==> src/verilog/cfgfd_pkg.sv <==
package cfgfd_pkg;
    // ------------------------------------------------------------
    // byte addresses
    // ------------------------------------------------------------
    localparam logic [21:0] ADDR_PWR_BOR  = 22'h300002;
    localparam logic [21:0] ADDR_WDOG     = 22'h300003;
    localparam logic [21:0] ADDR_PIN_TMR  = 22'h300005;
    localparam logic [21:0] ADDR_DBG_CORE = 22'h300006;
    localparam logic [21:0] ADDR_BLK_CP   = 22'h300008;
    localparam logic [21:0] ADDR_BOOT_CP  = 22'h300009;
    localparam logic [21:0] ADDR_BLK_WP   = 22'h30000a;
    // ------------------------------------------------------------
    // implemented bit masks and unprogrammed values
    // ------------------------------------------------------------
    localparam logic [7:0] MASK_PWR_BOR  = 8'h3f;
    localparam logic [7:0] MASK_WDOG     = 8'h1f;
    localparam logic [7:0] MASK_PIN_TMR  = 8'h87;
    localparam logic [7:0] MASK_DBG_CORE = 8'he5;
    localparam logic [7:0] MASK_BLK      = 8'h0f;
    localparam logic [7:0] MASK_BOOT_CP  = 8'hc0;
    localparam logic [7:0] RST_PWR_BOR   = 8'h1f;
    localparam logic [7:0] RST_WDOG      = 8'h1f;
    localparam logic [7:0] RST_PIN_TMR   = 8'h83;
    localparam logic [7:0] RST_DBG_CORE  = 8'h85;
    localparam logic [7:0] RST_BLK       = 8'h0f;
    localparam logic [7:0] RST_BOOT_CP   = 8'hc0;
    // ------------------------------------------------------------
    // field positions
    // ------------------------------------------------------------
    localparam int POS_VREG = 5;
    localparam int POS_BORV = 3;
    localparam int POS_BORE = 1;
    localparam int POS_PUDLY = 0;
    localparam int POS_WDPS = 1;
    localparam int POS_WDEN = 0;
    localparam int POS_RSTPIN = 7;
    localparam int POS_LPT1 = 2;
    localparam int POS_PBAD = 1;
    localparam int POS_CAPROUTE = 0;
    localparam int POS_DBG  = 7;
    localparam int POS_XIN  = 6;
    localparam int POS_ICP  = 5;
    localparam int POS_LOWV = 2;
    localparam int POS_STV  = 0;
    localparam int POS_EELOCK   = 7;
    localparam int POS_BOOTLOCK = 6;
    localparam logic [7:0] ANALOG_ON_RESET  = 8'h00;
    localparam logic [7:0] DIGITAL_ON_RESET = 8'h0f;

    typedef enum logic [1:0] {BOR_OFF, BOR_SOFT, BOR_HW_NOSLEEP, BOR_HW} cfgfd_bor_type;

    typedef struct packed {
        logic       usb_regulator_on;
        logic [1:0] brownout_level_sel;
        cfgfd_bor_type brownout_mode;
        logic       brownout_active;
        logic       powerup_delay_timer;
        logic [15:0] watchdog_ratio;
        logic       watchdog_hard_on;
        logic       watchdog_run;
        logic       external_reset_pin;
        logic       port_e_bit3_input;
        logic       lowpower_t1_osc;
        logic [7:0] analog_pin_control;
        logic       capcmp2_route;
        logic       debug_pins_dedicated;
        logic       extended_isa_on;
        logic       debug_port_on;
        logic       low_voltage_prog_on;
        logic       stack_fault_reset_on;
        logic [3:0] code_lock_block;
        logic       code_lock_eeprom;
        logic       code_lock_boot;
        logic [3:0] write_lock_block;
    } cfgfd_out_type;

    typedef struct packed {
        logic [7:0] pwr_bor;
        logic [7:0] wdog;
        logic [7:0] pin_tmr;
        logic [7:0] dbg_core;
        logic [7:0] blk_cp;
        logic [7:0] boot_cp;
        logic [7:0] blk_wp;
        logic [7:0] rdata;
        cfgfd_out_type dec;
    } cfgfd_state_type;
endpackage

==> src/verilog/cfgfd_decode.sv <==
module cfgfd_decode
(
    // clock and reset
    input  wire logic                     clock_i,
    input  wire logic                     rstn_i,
    // table access port
    input  wire logic [21:0]              tbl_addr_i,
    input  wire logic                     tbl_rd_i,
    input  wire logic                     tbl_wr_i,
    input  wire logic [7:0]               tbl_wdata_i,
    input  wire logic                     prog_mode_i,
    output logic      [7:0]               tbl_rdata_o,
    // live controls from other units
    input  wire logic                     soft_brownout_on_i,
    input  wire logic                     watchdog_soft_on_i,
    input  wire logic                     sleep_i,
    // decoded configuration
    output cfgfd_pkg::cfgfd_out_type      cfg_o
);
    cfgfd_pkg::cfgfd_state_type s_ff;
    cfgfd_pkg::cfgfd_state_type nxt_s;

    // ------------------------------------------------------------
    // clear-only merge for protection bytes
    // ------------------------------------------------------------
    function automatic logic [7:0] clr_only(input logic [7:0] cur,
                                            input logic [7:0] wd,
                                            input logic [7:0] msk);
        clr_only = (cur & wd & msk) | (cur & ~msk);
    endfunction

    always_comb
    begin
        nxt_s = s_ff;
        // reset outside program mode models blank cells at power-on
        if (!rstn_i && !prog_mode_i)
        begin
            nxt_s.pwr_bor  = cfgfd_pkg::RST_PWR_BOR;
            nxt_s.wdog     = cfgfd_pkg::RST_WDOG;
            nxt_s.pin_tmr  = cfgfd_pkg::RST_PIN_TMR;
            nxt_s.dbg_core = cfgfd_pkg::RST_DBG_CORE;
            nxt_s.blk_cp   = cfgfd_pkg::RST_BLK;
            nxt_s.boot_cp  = cfgfd_pkg::RST_BOOT_CP;
            nxt_s.blk_wp   = cfgfd_pkg::RST_BLK;
        end
        // table writes, byte at a time; programmable only in program mode
        if (tbl_wr_i && prog_mode_i)
        begin
            if (tbl_addr_i == cfgfd_pkg::ADDR_PWR_BOR)
                nxt_s.pwr_bor = tbl_wdata_i & cfgfd_pkg::MASK_PWR_BOR;
            else if (tbl_addr_i == cfgfd_pkg::ADDR_WDOG)
                nxt_s.wdog = tbl_wdata_i & cfgfd_pkg::MASK_WDOG;
            else if (tbl_addr_i == cfgfd_pkg::ADDR_PIN_TMR)
                nxt_s.pin_tmr = tbl_wdata_i & cfgfd_pkg::MASK_PIN_TMR;
            else if (tbl_addr_i == cfgfd_pkg::ADDR_DBG_CORE)
                nxt_s.dbg_core = tbl_wdata_i & cfgfd_pkg::MASK_DBG_CORE;
            else if (tbl_addr_i == cfgfd_pkg::ADDR_BLK_CP)
                nxt_s.blk_cp = clr_only(s_ff.blk_cp, tbl_wdata_i, cfgfd_pkg::MASK_BLK);
            else if (tbl_addr_i == cfgfd_pkg::ADDR_BOOT_CP)
                nxt_s.boot_cp = clr_only(s_ff.boot_cp, tbl_wdata_i, cfgfd_pkg::MASK_BOOT_CP);
            else if (tbl_addr_i == cfgfd_pkg::ADDR_BLK_WP)
                nxt_s.blk_wp = clr_only(s_ff.blk_wp, tbl_wdata_i, cfgfd_pkg::MASK_BLK);
        end
        // read mux, unmapped reads zero
        nxt_s.rdata = 8'h00;
        if (tbl_rd_i)
        begin
            if (tbl_addr_i == cfgfd_pkg::ADDR_PWR_BOR)
                nxt_s.rdata = s_ff.pwr_bor;
            else if (tbl_addr_i == cfgfd_pkg::ADDR_WDOG)
                nxt_s.rdata = s_ff.wdog;
            else if (tbl_addr_i == cfgfd_pkg::ADDR_PIN_TMR)
                nxt_s.rdata = s_ff.pin_tmr;
            else if (tbl_addr_i == cfgfd_pkg::ADDR_DBG_CORE)
                nxt_s.rdata = s_ff.dbg_core;
            else if (tbl_addr_i == cfgfd_pkg::ADDR_BLK_CP)
                nxt_s.rdata = s_ff.blk_cp;
            else if (tbl_addr_i == cfgfd_pkg::ADDR_BOOT_CP)
                nxt_s.rdata = s_ff.boot_cp;
            else if (tbl_addr_i == cfgfd_pkg::ADDR_BLK_WP)
                nxt_s.rdata = s_ff.blk_wp;
        end
        // ------------------------------------------------------------
        // decode: latched only while reset is held
        // ------------------------------------------------------------
        if (!rstn_i)
        begin
            nxt_s.dec.usb_regulator_on = s_ff.pwr_bor[cfgfd_pkg::POS_VREG];
            nxt_s.dec.brownout_level_sel = s_ff.pwr_bor[cfgfd_pkg::POS_BORV +: 2];
            nxt_s.dec.brownout_mode =
                cfgfd_pkg::cfgfd_bor_type'(s_ff.pwr_bor[cfgfd_pkg::POS_BORE +: 2]);
            nxt_s.dec.powerup_delay_timer = ~s_ff.pwr_bor[cfgfd_pkg::POS_PUDLY];
            nxt_s.dec.watchdog_ratio =
                16'h0001 << s_ff.wdog[cfgfd_pkg::POS_WDPS +: 4];
            nxt_s.dec.watchdog_hard_on = s_ff.wdog[cfgfd_pkg::POS_WDEN];
            nxt_s.dec.external_reset_pin = s_ff.pin_tmr[cfgfd_pkg::POS_RSTPIN];
            nxt_s.dec.port_e_bit3_input = ~s_ff.pin_tmr[cfgfd_pkg::POS_RSTPIN];
            nxt_s.dec.lowpower_t1_osc = s_ff.pin_tmr[cfgfd_pkg::POS_LPT1];
            nxt_s.dec.analog_pin_control = s_ff.pin_tmr[cfgfd_pkg::POS_PBAD]
                ? cfgfd_pkg::ANALOG_ON_RESET : cfgfd_pkg::DIGITAL_ON_RESET;
            nxt_s.dec.capcmp2_route = s_ff.pin_tmr[cfgfd_pkg::POS_CAPROUTE];
            nxt_s.dec.debug_pins_dedicated = ~s_ff.dbg_core[cfgfd_pkg::POS_DBG];
            nxt_s.dec.extended_isa_on = s_ff.dbg_core[cfgfd_pkg::POS_XIN];
            nxt_s.dec.debug_port_on = s_ff.dbg_core[cfgfd_pkg::POS_ICP];
            nxt_s.dec.low_voltage_prog_on = s_ff.dbg_core[cfgfd_pkg::POS_LOWV];
            nxt_s.dec.stack_fault_reset_on = s_ff.dbg_core[cfgfd_pkg::POS_STV];
            nxt_s.dec.code_lock_block = ~s_ff.blk_cp[3:0];
            nxt_s.dec.code_lock_eeprom = ~s_ff.boot_cp[cfgfd_pkg::POS_EELOCK];
            nxt_s.dec.code_lock_boot = ~s_ff.boot_cp[cfgfd_pkg::POS_BOOTLOCK];
            nxt_s.dec.write_lock_block = ~s_ff.blk_wp[3:0];
        end
        // live enables combine latched mode with runtime control bits
        case (nxt_s.dec.brownout_mode)
            cfgfd_pkg::BOR_HW:         nxt_s.dec.brownout_active = 1'b1;
            cfgfd_pkg::BOR_HW_NOSLEEP: nxt_s.dec.brownout_active = ~sleep_i;
            cfgfd_pkg::BOR_SOFT:       nxt_s.dec.brownout_active = soft_brownout_on_i;
            default:                   nxt_s.dec.brownout_active = 1'b0;
        endcase
        // soft enable only matters when the latched hard bit is clear
        nxt_s.dec.watchdog_run = nxt_s.dec.watchdog_hard_on | watchdog_soft_on_i;
    end

    always_ff @(posedge clock_i)
    begin
        s_ff <= nxt_s;
    end

    assign tbl_rdata_o = s_ff.rdata;
    assign cfg_o       = s_ff.dec;

    // ------------------------------------------------------------
    // decode checks: latched fields at the first edge after reset, reset pin pair and live enables every cycle
    // ------------------------------------------------------------
    AST_REGULATOR: assert property (
        @(posedge clock_i) disable iff (!rstn_i)
        $rose(rstn_i)
        |-> cfg_o.usb_regulator_on == $past(s_ff.pwr_bor[cfgfd_pkg::POS_VREG])
    )
    else $error("regulator enable differs from its config bit");

    AST_BOR_MODE: assert property (
        @(posedge clock_i) disable iff (!rstn_i)
        $rose(rstn_i)
        |-> cfg_o.brownout_mode == $past(s_ff.pwr_bor[cfgfd_pkg::POS_BORE +: 2])
    )
    else $error("brownout mode differs from its config field");

    AST_BOR_HW: assert property (
        @(posedge clock_i) disable iff (!rstn_i)
        cfg_o.brownout_mode == cfgfd_pkg::BOR_HW
        |=> cfg_o.brownout_active
    )
    else $error("hardware brownout not active");

    AST_BOR_NOSLEEP: assert property (
        @(posedge clock_i) disable iff (!rstn_i)
        cfg_o.brownout_mode == cfgfd_pkg::BOR_HW_NOSLEEP
        |=> cfg_o.brownout_active == !$past(sleep_i)
    )
    else $error("brownout not off in sleep");

    AST_BOR_SOFT: assert property (
        @(posedge clock_i) disable iff (!rstn_i)
        cfg_o.brownout_mode == cfgfd_pkg::BOR_SOFT
        |=> cfg_o.brownout_active == $past(soft_brownout_on_i)
    )
    else $error("soft brownout does not follow its control");

    AST_BOR_OFF: assert property (
        @(posedge clock_i) disable iff (!rstn_i)
        cfg_o.brownout_mode == cfgfd_pkg::BOR_OFF
        |=> !cfg_o.brownout_active
    )
    else $error("disabled brownout is active");

    AST_BOR_LEVEL: assert property (
        @(posedge clock_i) disable iff (!rstn_i)
        $rose(rstn_i)
        |-> cfg_o.brownout_level_sel == $past(s_ff.pwr_bor[cfgfd_pkg::POS_BORV +: 2])
    )
    else $error("brownout level differs from its config field");

    AST_POWERUP: assert property (
        @(posedge clock_i) disable iff (!rstn_i)
        $rose(rstn_i)
        |-> cfg_o.powerup_delay_timer == !$past(s_ff.pwr_bor[cfgfd_pkg::POS_PUDLY])
    )
    else $error("powerup delay not active low");

    AST_INDEPENDENT: assert property (
        @(posedge clock_i) disable iff (!rstn_i)
        $rose(rstn_i) && ($past(s_ff.pwr_bor[cfgfd_pkg::POS_BORE +: 2]) == 2'b00)
        |-> cfg_o.powerup_delay_timer == !$past(s_ff.pwr_bor[cfgfd_pkg::POS_PUDLY])
    )
    else $error("powerup delay tied to brownout");

    AST_WDOG_RATIO: assert property (
        @(posedge clock_i) disable iff (!rstn_i)
        $rose(rstn_i)
        |-> cfg_o.watchdog_ratio == (16'h0001 << $past(s_ff.wdog[cfgfd_pkg::POS_WDPS +: 4]))
    )
    else $error("watchdog ratio not a power of two of code");

    AST_WDOG_HARD: assert property (
        @(posedge clock_i) disable iff (!rstn_i)
        cfg_o.watchdog_hard_on
        |=> cfg_o.watchdog_run
    )
    else $error("hard watchdog not running");

    AST_WDOG_SOFT: assert property (
        @(posedge clock_i) disable iff (!rstn_i)
        !cfg_o.watchdog_hard_on
        |=> cfg_o.watchdog_run == $past(watchdog_soft_on_i)
    )
    else $error("soft watchdog does not follow its control");

    AST_RESET_PIN: assert property (
        @(posedge clock_i) disable iff (!rstn_i)
        cfg_o.external_reset_pin != cfg_o.port_e_bit3_input
    )
    else $error("reset pin and input pin both on or both off");

    AST_T1_OSC: assert property (
        @(posedge clock_i) disable iff (!rstn_i)
        $rose(rstn_i)
        |-> cfg_o.lowpower_t1_osc == $past(s_ff.pin_tmr[cfgfd_pkg::POS_LPT1])
    )
    else $error("timer one oscillator mode wrong");

    AST_ANALOG: assert property (
        @(posedge clock_i) disable iff (!rstn_i)
        $rose(rstn_i)
        |-> cfg_o.analog_pin_control == ($past(s_ff.pin_tmr[cfgfd_pkg::POS_PBAD])
            ? cfgfd_pkg::ANALOG_ON_RESET : cfgfd_pkg::DIGITAL_ON_RESET)
    )
    else $error("analog control reset state wrong");

    AST_CAP_ROUTE: assert property (
        @(posedge clock_i) disable iff (!rstn_i)
        $rose(rstn_i)
        |-> cfg_o.capcmp2_route == $past(s_ff.pin_tmr[cfgfd_pkg::POS_CAPROUTE])
    )
    else $error("capture compare routing wrong");

    AST_DEBUG_PINS: assert property (
        @(posedge clock_i) disable iff (!rstn_i)
        $rose(rstn_i)
        |-> cfg_o.debug_pins_dedicated == !$past(s_ff.dbg_core[cfgfd_pkg::POS_DBG])
    )
    else $error("debug pin dedication wrong");

    AST_EXT_ISA: assert property (
        @(posedge clock_i) disable iff (!rstn_i)
        $rose(rstn_i)
        |-> cfg_o.extended_isa_on == $past(s_ff.dbg_core[cfgfd_pkg::POS_XIN])
    )
    else $error("extended instruction enable wrong");

    AST_DEBUG_PORT: assert property (
        @(posedge clock_i) disable iff (!rstn_i)
        $rose(rstn_i)
        |-> cfg_o.debug_port_on == $past(s_ff.dbg_core[cfgfd_pkg::POS_ICP])
    )
    else $error("debug port enable wrong");

    AST_LOW_VOLT: assert property (
        @(posedge clock_i) disable iff (!rstn_i)
        $rose(rstn_i)
        |-> cfg_o.low_voltage_prog_on == $past(s_ff.dbg_core[cfgfd_pkg::POS_LOWV])
    )
    else $error("low voltage programming enable wrong");

    AST_STACK_RESET: assert property (
        @(posedge clock_i) disable iff (!rstn_i)
        $rose(rstn_i)
        |-> cfg_o.stack_fault_reset_on == $past(s_ff.dbg_core[cfgfd_pkg::POS_STV])
    )
    else $error("stack fault reset enable wrong");

    // ------------------------------------------------------------
    // per-block protection checks, then eeprom and boot lock checks
    // ------------------------------------------------------------
    genvar g;
    generate
        for (g = 0; g < 4; g++)
        begin : gen_block_lock
            AST_CODE_LOCK: assert property (
                @(posedge clock_i) disable iff (!rstn_i)
                $rose(rstn_i)
                |-> cfg_o.code_lock_block[g] == !$past(s_ff.blk_cp[g])
            )
            else $error("block code lock not active low");

            AST_WRITE_LOCK: assert property (
                @(posedge clock_i) disable iff (!rstn_i)
                $rose(rstn_i)
                |-> cfg_o.write_lock_block[g] == !$past(s_ff.blk_wp[g])
            )
            else $error("block write lock not active low");
        end
    endgenerate

    AST_EEPROM_LOCK: assert property (
        @(posedge clock_i) disable iff (!rstn_i)
        $rose(rstn_i)
        |-> cfg_o.code_lock_eeprom == !$past(s_ff.boot_cp[cfgfd_pkg::POS_EELOCK])
    )
    else $error("eeprom code lock not active low");

    AST_BOOT_LOCK: assert property (
        @(posedge clock_i) disable iff (!rstn_i)
        $rose(rstn_i)
        |-> cfg_o.code_lock_boot == !$past(s_ff.boot_cp[cfgfd_pkg::POS_BOOTLOCK])
    )
    else $error("boot code lock not active low");

    // ------------------------------------------------------------
    // storage and access checks
    // ------------------------------------------------------------
    AST_CLEAR_ONLY: assert property (
        @(posedge clock_i) disable iff (!rstn_i)
        $past(rstn_i)
        |-> ({s_ff.blk_cp, s_ff.boot_cp, s_ff.blk_wp}
            & ~$past({s_ff.blk_cp, s_ff.boot_cp, s_ff.blk_wp})) == 24'h000000
    )
    else $error("protection bit went from zero to one");

    AST_UNIMPL_ZERO: assert property (
        @(posedge clock_i) disable iff (!rstn_i)
        ((s_ff.pwr_bor & ~cfgfd_pkg::MASK_PWR_BOR) == 8'h00)
        && ((s_ff.wdog & ~cfgfd_pkg::MASK_WDOG) == 8'h00)
        && ((s_ff.pin_tmr & ~cfgfd_pkg::MASK_PIN_TMR) == 8'h00)
        && ((s_ff.dbg_core & ~cfgfd_pkg::MASK_DBG_CORE) == 8'h00)
        && ((s_ff.blk_cp & ~cfgfd_pkg::MASK_BLK) == 8'h00)
        && ((s_ff.boot_cp & ~cfgfd_pkg::MASK_BOOT_CP) == 8'h00)
        && ((s_ff.blk_wp & ~cfgfd_pkg::MASK_BLK) == 8'h00)
    )
    else $error("unimplemented config bit holds a one");

    AST_UNMAPPED_READ: assert property (
        @(posedge clock_i) disable iff (!rstn_i)
        tbl_rd_i && (tbl_addr_i == cfgfd_pkg::ADDR_PIN_TMR - 22'h000001)
        |=> tbl_rdata_o == 8'h00
    )
    else $error("unmapped config byte reads nonzero");

    AST_HOLD: assert property (
        @(posedge clock_i) disable iff (!rstn_i)
        $past(rstn_i)
        |-> $stable({cfg_o.usb_regulator_on, cfg_o.brownout_level_sel,
            cfg_o.brownout_mode, cfg_o.powerup_delay_timer, cfg_o.watchdog_ratio,
            cfg_o.watchdog_hard_on, cfg_o.analog_pin_control, cfg_o.code_lock_block,
            cfg_o.write_lock_block, cfg_o.code_lock_eeprom, cfg_o.code_lock_boot})
    )
    else $error("decoded config changed outside reset");

    // ------------------------------------------------------------
    // scenario covers
    // ------------------------------------------------------------
    COV_PROG_WRITE: cover property (
        @(posedge clock_i) disable iff (!rstn_i)
        tbl_wr_i && prog_mode_i
    );

    COV_LOCK_CLEARED: cover property (
        @(posedge clock_i) disable iff (!rstn_i)
        s_ff.blk_cp != cfgfd_pkg::RST_BLK
    );

    COV_READ_BACK: cover property (
        @(posedge clock_i) disable iff (!rstn_i)
        tbl_rd_i ##1 tbl_rdata_o != 8'h00
    );

    COV_HARD_WATCHDOG: cover property (
        @(posedge clock_i) disable iff (!rstn_i)
        cfg_o.watchdog_hard_on && cfg_o.watchdog_run
    );
endmodule

==> config.mk <==
export PLATFORM = sky130hd
export DESIGN_NAME = cfgfd_decode
export DESIGN_NICKNAME = d
export VERILOG_FILES = /design/src/verilog/cfgfd_pkg.sv /design/src/verilog/cfgfd_decode.sv
export SDC_FILE = /design/constraint.sdc
export NUM_CORES = 1
export LEC_CHECK = 0
export ABC_AREA = 1
export BUFFER_PORTS_ARGS = -buffer_cell sky130_fd_sc_hd__buf_2
export CORE_ASPECT_RATIO = 0.6
export CORE_MARGIN = 2
export CORE_UTILIZATION = 40
export CTS_CLUSTER_DIAMETER = 50
export DETAILED_ROUTE_END_ITERATION = 8
export HOLD_SLACK_MARGIN = 0.06
export SLEW_MARGIN = 20
export SYNTH_ARGS = -nofsm -noshare
export SYNTH_HDL_FRONTEND = slang
export SYNTH_SLANG_ARGS = --single-unit
export TNS_END_PERCENT = 5
==> constraint.sdc <==
create_clock -name clock_i -period 2.1 [get_ports clock_i]
set_clock_uncertainty 0.1 [all_clocks]
set_input_delay 0.21 -clock clock_i [delete_from_list [all_inputs] [get_ports clock_i]]
set_output_delay 0.21 -clock clock_i [all_outputs]
set_load 0.02 [all_outputs]
* After elaboration in Yosys (flattened, before gate mapping) *
Cells that the tools add are included.

word-level totals
  input bits = 38
  bits in latches = 0
  bits in registers = 116
  output and inout bits = 60
  memory bits (read-only) = 0
  bits in writable memories = 0
  word-level logic and storage cells = 86
  memories kept = 0

cells by class
  order comparisons = 0
  reductions and logical operators = 4
  bitwise operators = 15
  shift operators = 1
  $add $sub $neg = 0
  div/mod/pow operators = 0
  multipliers = 0
  equality and inequality tests = 10
  mux-type cells = 26

operators with widths
  cell                    number
  $eq A22 B22 Y1 const B  7
  $mux W8                 15
  $mux W56                2
  $mux W48                1
  $mux W40                1
  $mux W32                1
  $mux W24                1
  $mux W16                1
  $or A4 B8 Y8            2
  $shl A1 B4 Y16 const A  1
  $and A4 B4 Y4           2
  $and A8 B8 Y8           1
  $not A4 Y4              2
  $or A8 B6 Y8            1
  $not A1 Y1              6
  $eq A2 B2 Y1 const B    2
  $mux W4                 1
  $pmux W1 S3             1
  $eq A2 B1 Y1 const B    1
  $logic_and A1 B1 Y1     2
  $logic_not A1 Y1        2
  $mux W2                 1
  $mux W1                 1
  $or A1 B1 Y1            1

* Longest topological paths before layout *
Gate-level depths: netlist of the first run.

  depth in word-level cells = 11
  depth in mapped cells = 12
  depth with buffers taken out = 12

* Worst setup path after synthesis of the first run *
Ideal clock, no wire load.

  kind = in2reg
  from = in tbl_addr_i[15]
  to = reg s_ff[68] (netlist bit), enable pin
  cell stages on the path = 10
  required time = 1.675 ns
  path buffers = 1
  library setup time = 0.325 ns
  path slack = 0.408 ns
  data arrival time = 1.267 ns
  cells stage by stage = nor2_1 > nand2_1 > nor2_1 > nand2_2 > inv_4 > nand2_2 > buf_6 > nand2_4 > nor2_1 > nand3_1

on the way
  cells in the longest elaborated chain, start to end = 8
  elaborated cells on any way between the ends = 13
  those cells by class = eq/ne (6); mux (7)

RTL lines
  item                  RTL line             text
  start, declared       cfgfd_decode.sv:7    input wire logic [21:0] tbl_addr_i,
  $eq A22 B22 Y1        cfgfd_decode.sv:59   else if (tbl_addr_i == cfgfd_pkg::ADDR_BOOT_CP)
  $mux W8               cfgfd_decode.sv:59
  $mux W16              cfgfd_decode.sv:57   else if (tbl_addr_i == cfgfd_pkg::ADDR_BLK_CP)
  $mux W24              cfgfd_decode.sv:55   else if (tbl_addr_i == cfgfd_pkg::ADDR_DBG_CORE)
  $mux W32              cfgfd_decode.sv:53   else if (tbl_addr_i == cfgfd_pkg::ADDR_PIN_TMR)
  $mux W40              cfgfd_decode.sv:51   else if (tbl_addr_i == cfgfd_pkg::ADDR_WDOG)
  $mux W48 (*)          cfgfd_decode.sv:49   if (tbl_addr_i == cfgfd_pkg::ADDR_PWR_BOR)
  $mux W56 (*)          cfgfd_decode.sv:47   if (tbl_wr_i && prog_mode_i)
  end signal, assigned  cfgfd_decode.sv:125  s_ff <= nxt_s;
  end, declared         cfgfd_decode.sv:20   cfgfd_pkg::cfgfd_state_type s_ff;

Mark *: on every way between the ends. The rest lies on a longest branch, timed or not.
A chain may end at the register's enable or synchronous reset.

* Final worst setup path of the first run *
  from = in tbl_addr_i[19]
  to = reg s_ff[70] (netlist bit), enable pin

The elaborated chain is that of the path after synthesis.

==> run_results.csv, run 1 <==
group,metric,value,unit
worst_hold_path,hp-class,"input port to flip-flop",
sta,hold_viol,0,
critical_path,rr_worst_depth,5,
worst_hold_path,min_path_cells,3,
clock_network,cts.sinks,109,
critical_path,r2r-start,"s_ff[110]",
power,ir_worst_vdd,0.359,mV
sta,rsz0062_at_grt,"no",
placement,port-buffer-count,93,
yosys,ys_seq_area_share,53.8,%
yosys,synth_top_cell_by_area,"edfxtp_1",
clock_network,h-tree-depth,3,
clock_network,insertion_delay,350,ps
sta,fin_crit,1680,ps
power,switchingPower,913,uW
critical_path,crit_path_start,"tbl_addr_i[19]",
die,core_area,12200,sq um
critical_path,r2r_setup_slack,530,ps
power,netSwitchingFraction,22.0,%
run,drv_cap,0,
drt,drtPass1Iterations,5,
global_route,grt_pass1_wl,18400,microns
power,power_frac_comb,5.8,%
yosys,netlist_instances,551,
yosys,synth_edf_count,54,
clock_network,cts.path.max_buffers,2,
power,p_per_area,731,nW/um^2
die,io_pins,98,
die,rows,31,
yosys,synth_area,5060,sq um
die,die_width,149,microns
clock_network,cts_tree,"done",
layout,area_delta_synth_final,12.2,%
sta,finalSetupViolCount,0,
yosys,ys_top_cells_by_count,"nor2_1, buf_4, inv_1, dfxtp_1, edfxtp_1",
drt,post_drt_wl_per_cell,15.0,microns
worst_hold_path,hold_end,"s_ff[63]",
global_route,antenna_found_initial,0,
layout,layout-drive-gt1-share,27.6,%
placement,place_inst,751,
critical_path,cp.required,2010,ps
yosys,synth.most_common_cell,"nor2_1",
critical_path,cp_cell_sequence,"buf_2, nor2_1, nand2_1, nor2_2, nand2_2, nor2_8, nand2_4, nand3_1, nor2_1, nand3_1",
yosys,synth.avg_cell_area,9.19,sq um
clock_network,path_clk_slew,70,ps
global_route,overflow,0,
power,pwr-share-seq,54.3,%
critical_path,cp_slowest_cell,"nand3_1",
yosys,synth_seq_cells,109,
worst_hold_path,holdCritStartpoint,"tbl_wdata_i[3]",
global_route,grt_usage,17.7,%
sta,max_freq,0.596,GHz
layout,fillers,1161,
sta,slew_violations,0,
die,start_util,41.4,%
layout,num_antenna_cells,0,
critical_path,path_max_fanout,10,
yosys,yosysWarnings,0,
critical_path,end_kind,"flip-flop",
drt,drt_iter0_markers,330,
critical_path,start_kind,"input port",
drt,drtAntennaViolNets,0,
layout,stdcell_count,774,
critical_path,cp.arrival,1590,ps
yosys,synth_area_leaders,"edfxtp_1, dfxtp_1, buf_4",
power,total_power,4.16,mW
layout,final_nets,642,
power,power.leakage,2.64,nW
global_route,grt_pass1_vias,3424,
critical_path,r2r-end,"cfg_o[46]",
critical_path,max_stage_delay,250,ps
critical_path,path_class,"input port to flip-flop",
yosys,async_reset_ff_share,0,%
drt,drc,0,
drt,drt-total-wl,11600,microns
sta,tightest_slew,630,ps
yosys,synth_cell_type_count,33,
sta,finalSetupTns,0,ps
die,die_height,91.1,microns
sta,min_period_over_period,79.9,%
outcome,outcome,"finished clean",
clock_network,root_buffer,"clkbuf_16",
sta,maxSlewHeadroom,58.0,%
yosys,synth_top_flop_cell,"dfxtp_1",
placement,place_hpwl,8950,microns
drt,vias,3736,
clock_network,cts-buffers-inserted,9,
global_route,grt_start_max_net_pins,37,
yosys,synth_top_area_share,32.0,%
die,die_area,13600,sq um
power,clkPwrFrac,39.9,%
drt,viasPerCell,4.83,
placement,place_congestion,0.857,
layout,finish.utilization,46.5,%
power,intPower,3.24,mW
==> layout make-up <==
class / instances / area, sq um / area share (%)
flip-flops and latches: 109 / 2720 / 47.9
repair buffers: 109 / 616 / 10.8
clock inverters: 7 / 66.3 / 1.17
well taps: 165 / 206 / 3.63
inverters: 72 / 273 / 4.80
multi-input cells: 303 / 1570 / 27.7
clock buffers: 9 / 225 / 3.96
==> stage by stage <==
stage	hold WS, ps	instance area [sq um]	setup slack, ps
6_report	77.1	5680	422
2_1_floorplan	208	5070	408
3_3_place_gp	298	5320	102
4_1_cts	64.3	5680	450
5_1_grt	83.7	5680	272
3_5_place_dp	301	5320	85.6
==> routing by layer <==
layer  wire (microns)  track usage [%]  up-vias
met4               96             4.21        0
li1                 -                -     1830
met5                0                0        -
met2             4790             25.0      144
met1             5660             26.8     1752
met3             1090             4.77       10
==> registers in the layout (all words and copies together), names as in the netlist <==
signal / cells
cfg_o: 45
s_ff: 56
tbl_rdata_o: 8
==> cell families (layout without fill, tap and decap cells) <==
| kind of cell | Yosys count | count (layout) | share of synthesized area [%] |
|---|---|---|---|
| and+or+nand+nor | 243 | 243 | 25.1 |
| AOI/OAI and AO/OA | 56 | 56 | 5.59 |
| buffers and inverters | 142 | 197 | 15.4 |
| other | 1 | 4 | 0.0741 |
| DFF | 109 | 109 | 53.8 |
==> critical path: cells and delay by family <==
kind / cells / cell delay [ps]
buffers and inverters: 1 / 90
and+or+nand+nor: 9 / 1280
==> cell usage in the layout, fill, tap and decap left out, types with 7 or more instances in the layout <==
cell and instances:
inv_2 12, nand2_1 53, inv_1 58, buf_4 8
o21ai_0 17, a21oi_1 9, nor3_1 18, nand3_1 51
o21ai_1 28, nand2_2 8, edfxtp_1 54, clkbuf_16 9
nor2_1 75, dlygate4sd3_1 7, buf_2 93, dfxtp_1 55
==> power by group through the flow <==
stage / sequential [mW] / combinational [mW] / clock [mW]
2_1_floorplan: 2.30 / 0.171 / 0
6_report: 2.25 / 0.242 / 1.66
4_1_cts: 2.25 / 0.242 / 1.69
5_1_grt: 2.26 / 0.262 / 1.77
3_3_place_gp: 2.30 / 0.228 / 0
3_5_place_dp: 2.30 / 0.230 / 0
==> how the worst max path moves through the flow <==
stage,endpoint,cells past startpoint
global route,s_ff[67],10
global placement,s_ff[73],10
CTS,s_ff[70],10
floorplan,s_ff[68],10
detailed placement,s_ff[72],11
finish,s_ff[70],10
==> timing repair <==
item	4_1_cts	5_1_grt
hold buffers	7	0
endpoints found under the hold margin	8	0
gates resized for setup	0	0
setup buffers	0	0
(Power assumes the default switching activity.)
==> run 2, diff against run 1 <==
--- a/config.mk
+++ b/config.mk
@@ -5,7 +5,7 @@
 export SDC_FILE = /design/constraint.sdc
 export NUM_CORES = 1
 export LEC_CHECK = 0
-export ABC_AREA = 1
+export ABC_AREA = 0
 export BUFFER_PORTS_ARGS = -buffer_cell sky130_fd_sc_hd__buf_2
 export CORE_ASPECT_RATIO = 0.6
 export CORE_MARGIN = 2
==> constraint.sdc (replaced) <==
create_clock -name clock_i -period 1.49 [get_ports clock_i]
set_clock_uncertainty 0.1 [all_clocks]
set_input_delay 0.149 -clock clock_i [delete_from_list [all_inputs] [get_ports clock_i]]
set_output_delay 0.149 -clock clock_i [all_outputs]
set_load 0.02 [all_outputs]
==> run 2 against run 1 <==
Compared with the run above:
- the flow now finishes with violations (negative setup slack)
- utilization up 4.2 points
- clock-buffer cell count grew 1
- via count is 4.9% lower
- final area is 7.3% higher
- non-clock buffer count is 52 higher
- area after synthesis down 2.9%
- register-to-register slack worse by 430 ps
- final cell count fell by 9.0%
- combinational power rose by 91%
==> run_results.csv, run 2 <==
group,metric,value,unit
outcome,outcome,"finished, violations left",
outcome,violations,"negative setup slack",
clock_network,cts.path.max_buffers,2,
sta,finalSetupTns,-27.4,ps
yosys,synth_seq_cells,109,
yosys,async_reset_ff_share,0,%
layout,num_antenna_cells,0,
layout,final_nets,572,
die,die_height,89.9,microns
layout,final_common_cell,"buf_2",
layout,layout-drive-gt1-share,36.4,%
drt,wl_met2,5000,microns
placement,post_dp_cell_area,5610,sq um
yosys,ys_top_cells_by_count,"buf_4, dfxtp_1, edfxtp_1, nor2_1, inv_1",
power,ir_worst_vdd,0.477,mV
yosys,synth_top_flop_cell,"dfxtp_1",
global_route,antenna_found_initial,0,
clock_network,cts.sinks,109,
sta,tightest_slew,503,ps
critical_path,r2r_setup_slack,100,ps
yosys,synth.most_common_cell,"buf_4",
drt,wl_met1,6120,microns
placement,place_hpwl,8810,microns
critical_path,crit_path_start,"tbl_addr_i[13]",
layout,mostFrequentLayoutCells,"buf_2, dfxtp_1, edfxtp_1, buf_4, nor2_1",
critical_path,max_stage_delay,590,ps
yosys,synth_area_leaders,"edfxtp_1, dfxtp_1, buf_4",
yosys,synth_area,4920,sq um
drt,post_drt_wl_per_cell,16.9,microns
die,rows,31,
drt,drt_iter0_markers,253,
sta,hold_viol,0,
critical_path,r2r-end,"tbl_rdata_o[2]",
critical_path,cp_slowest_cell,"or4_4",
yosys,netlist_instances,442,
critical_path,r2r-start,"s_ff[110]",
layout,area_delta_synth_final,24.0,%
layout,fillers,1102,
run,drv_cap,0,
die,die_area,13200,sq um
critical_path,rr_worst_depth,3,
die,core_area,12000,sq um
sta,fin_ws,-20.8,ps
drt,drtPass1Iterations,5,
layout,finish.utilization,50.7,%
clock_network,cts_tree,"done",
yosys,synth_edf_count,54,
critical_path,cp.required,1640,ps
clock_network,h-tree-depth,3,
sta,max_freq,0.662,GHz
critical_path,end_kind,"flip-flop",
clock_network,insertion_delay,350,ps
yosys,synth_top_area_share,33.0,%
drt,viasPerCell,5.05,
die,start_util,40.9,%
clock_network,cts-buffers-inserted,9,
yosys,synth.avg_cell_area,11.1,sq um
global_route,grt_pass1_vias,3449,
global_route,grt_pass1_wl,18800,microns
critical_path,path_max_fanout,5,
critical_path,start_kind,"input port",
global_route,overflow,0,
yosys,ys_seq_area_share,55.4,%
critical_path,cp_cell_sequence,"buf_2, or4_1, or4_4, a21oi_1",
worst_hold_path,hold_end,"tbl_rdata_o[0]",
yosys,synth_cell_type_count,56,
placement,pre_cts_slack,-443,ps
drt,drc,0,
clock_network,root_buffer,"clkbuf_16",
worst_hold_path,holdCritStartpoint,"tbl_rd_i",
layout,largest_register,"s_ff",
sta,timing.hold.ws,96.5,ps
global_route,grt_usage,18.3,%
drt,drtAntennaViolNets,0,
layout,fin_area,6100,sq um
drt,wl_met3,661,microns
sta,finalSetupViolCount,4,
drt,vias,3553,
global_route,grt_start_max_net_pins,27,
placement,port-buffer-count,93,
drt,maxUsedRoutingLayer,"met4",
die,die_width,147,microns
sta,rsz0062_at_grt,"yes",
power,p_per_area,988,nW/um^2
worst_hold_path,min_path_cells,4,
drt,drt-total-wl,11900,microns
die,io_pins,98,
placement,place_congestion,0.956,
yosys,synth_top_cell_by_area,"edfxtp_1",
worst_hold_path,hp-class,"input port to flip-flop",
critical_path,path_class,"input port to flip-flop",
critical_path,cp.arrival,1660,ps
sta,min_period_over_period,101,%
clock_network,path_clk_slew,70,ps
sta,maxSlewHeadroom,66.5,%
layout,largest_reg_flops,56,
yosys,yosysWarnings,0,
power,power.leakage,2.74,nW
sta,fin_crit,1510,ps
sta,slew_violations,0,
-- run 2: cell types whose count changed after synthesis, moves of 18 or more --
cell | previous run | this run
nand3_1 | 51 | 4
nor2_1 | 76 | 36
nand2_1 | 53 | 20
inv_1 | 58 | 27
o21ai_1 | 28 | 0
mux2i_1 | 0 | 23
and3_1 | 0 | 18
-- run 2: area by class of cell --
cell class | instances | area (sq um) | share of cell area, %
flip-flops and latches | 109 | 2720 | 44.7
multi-input cells | 226 | 1640 | 26.8
repair buffers | 161 | 1130 | 18.5
clock buffers | 10 | 250 | 4.11
well taps | 165 | 206 | 3.39
inverters | 27 | 101 | 1.66
clock inverters | 6 | 51.3 | 0.842
-- run 2: kinds of logic (layout without fill, tap and decap cells) --
group | after synthesis | after routing | synth area share [%]
buffers and inverters | 110 | 204 | 13.1
other | 1 | 4 | 0.0763
multiplexers | 29 | 29 | 6.06
flip-flops | 109 | 109 | 55.4
AO/OA/AOI/OAI | 48 | 48 | 7.36
AND/OR/NAND/NOR | 145 | 145 | 18.0
-- run 2: worst max-delay path, delay by kind of cell --
family,cells,cell delay (ps)
and+or+nand+nor,2,1160
AOI/OAI and AO/OA,1,240
buffers and inverters,1,120
-- run 2: metal layers --
layer | global-route usage (%) | up-vias
li1 | - | 1687
met1 | 28.3 | 1751
met2 | 25.3 | 103
met3 | 4.87 | 12
met4 | 4.41 | 0
met5 | 0 | -
-- run 2: worst max-delay path by stage --
stage                     end  slack [ps]  depth (start not counted)
2_1_floorplan        s_ff[80]        -320                          4
3_3_place_gp         s_ff[70]        -450                          6
3_5_place_dp         s_ff[85]        -440                          6
4_1_cts        tbl_rdata_o[4]         -50                          4
5_1_grt              s_ff[71]         -50                          8
6_report       tbl_rdata_o[2]         -20                          4
-- run 2: what timing repair did --
| action | in CTS | in global routing |
|---|---|---|
| buffers inserted | 0 | 0 |
| endpoints found under the hold margin | 25 | 0 |
| setup endpoints to repair | 28 | 37 |
| pin swaps | 3 | 2 |
| cloned | 0 | 0 |
| gates resized for setup | 5 | 7 |
| hold buffers | 12 | 0 |
-- run 2: stage by stage --
stage / std cells / power, mW
2_1_floorplan: 445 / 3.49
3_3_place_gp: 676 / 3.65
3_5_place_dp: 676 / 3.66
4_1_cts: 704 / 6.08
5_1_grt: 704 / 6.26
6_report: 704 / 6.02
-- run 2: where the power goes --
part | switching, mW | internal (mW) | leakage (nW)
Combinational | 0.264 | 0.197 | 1.58
Clock | 1.14 | 1.26 | 0.150
Sequential | 0.00815 | 3.16 | 1.00
Total | 1.41 | 4.61 | 2.74
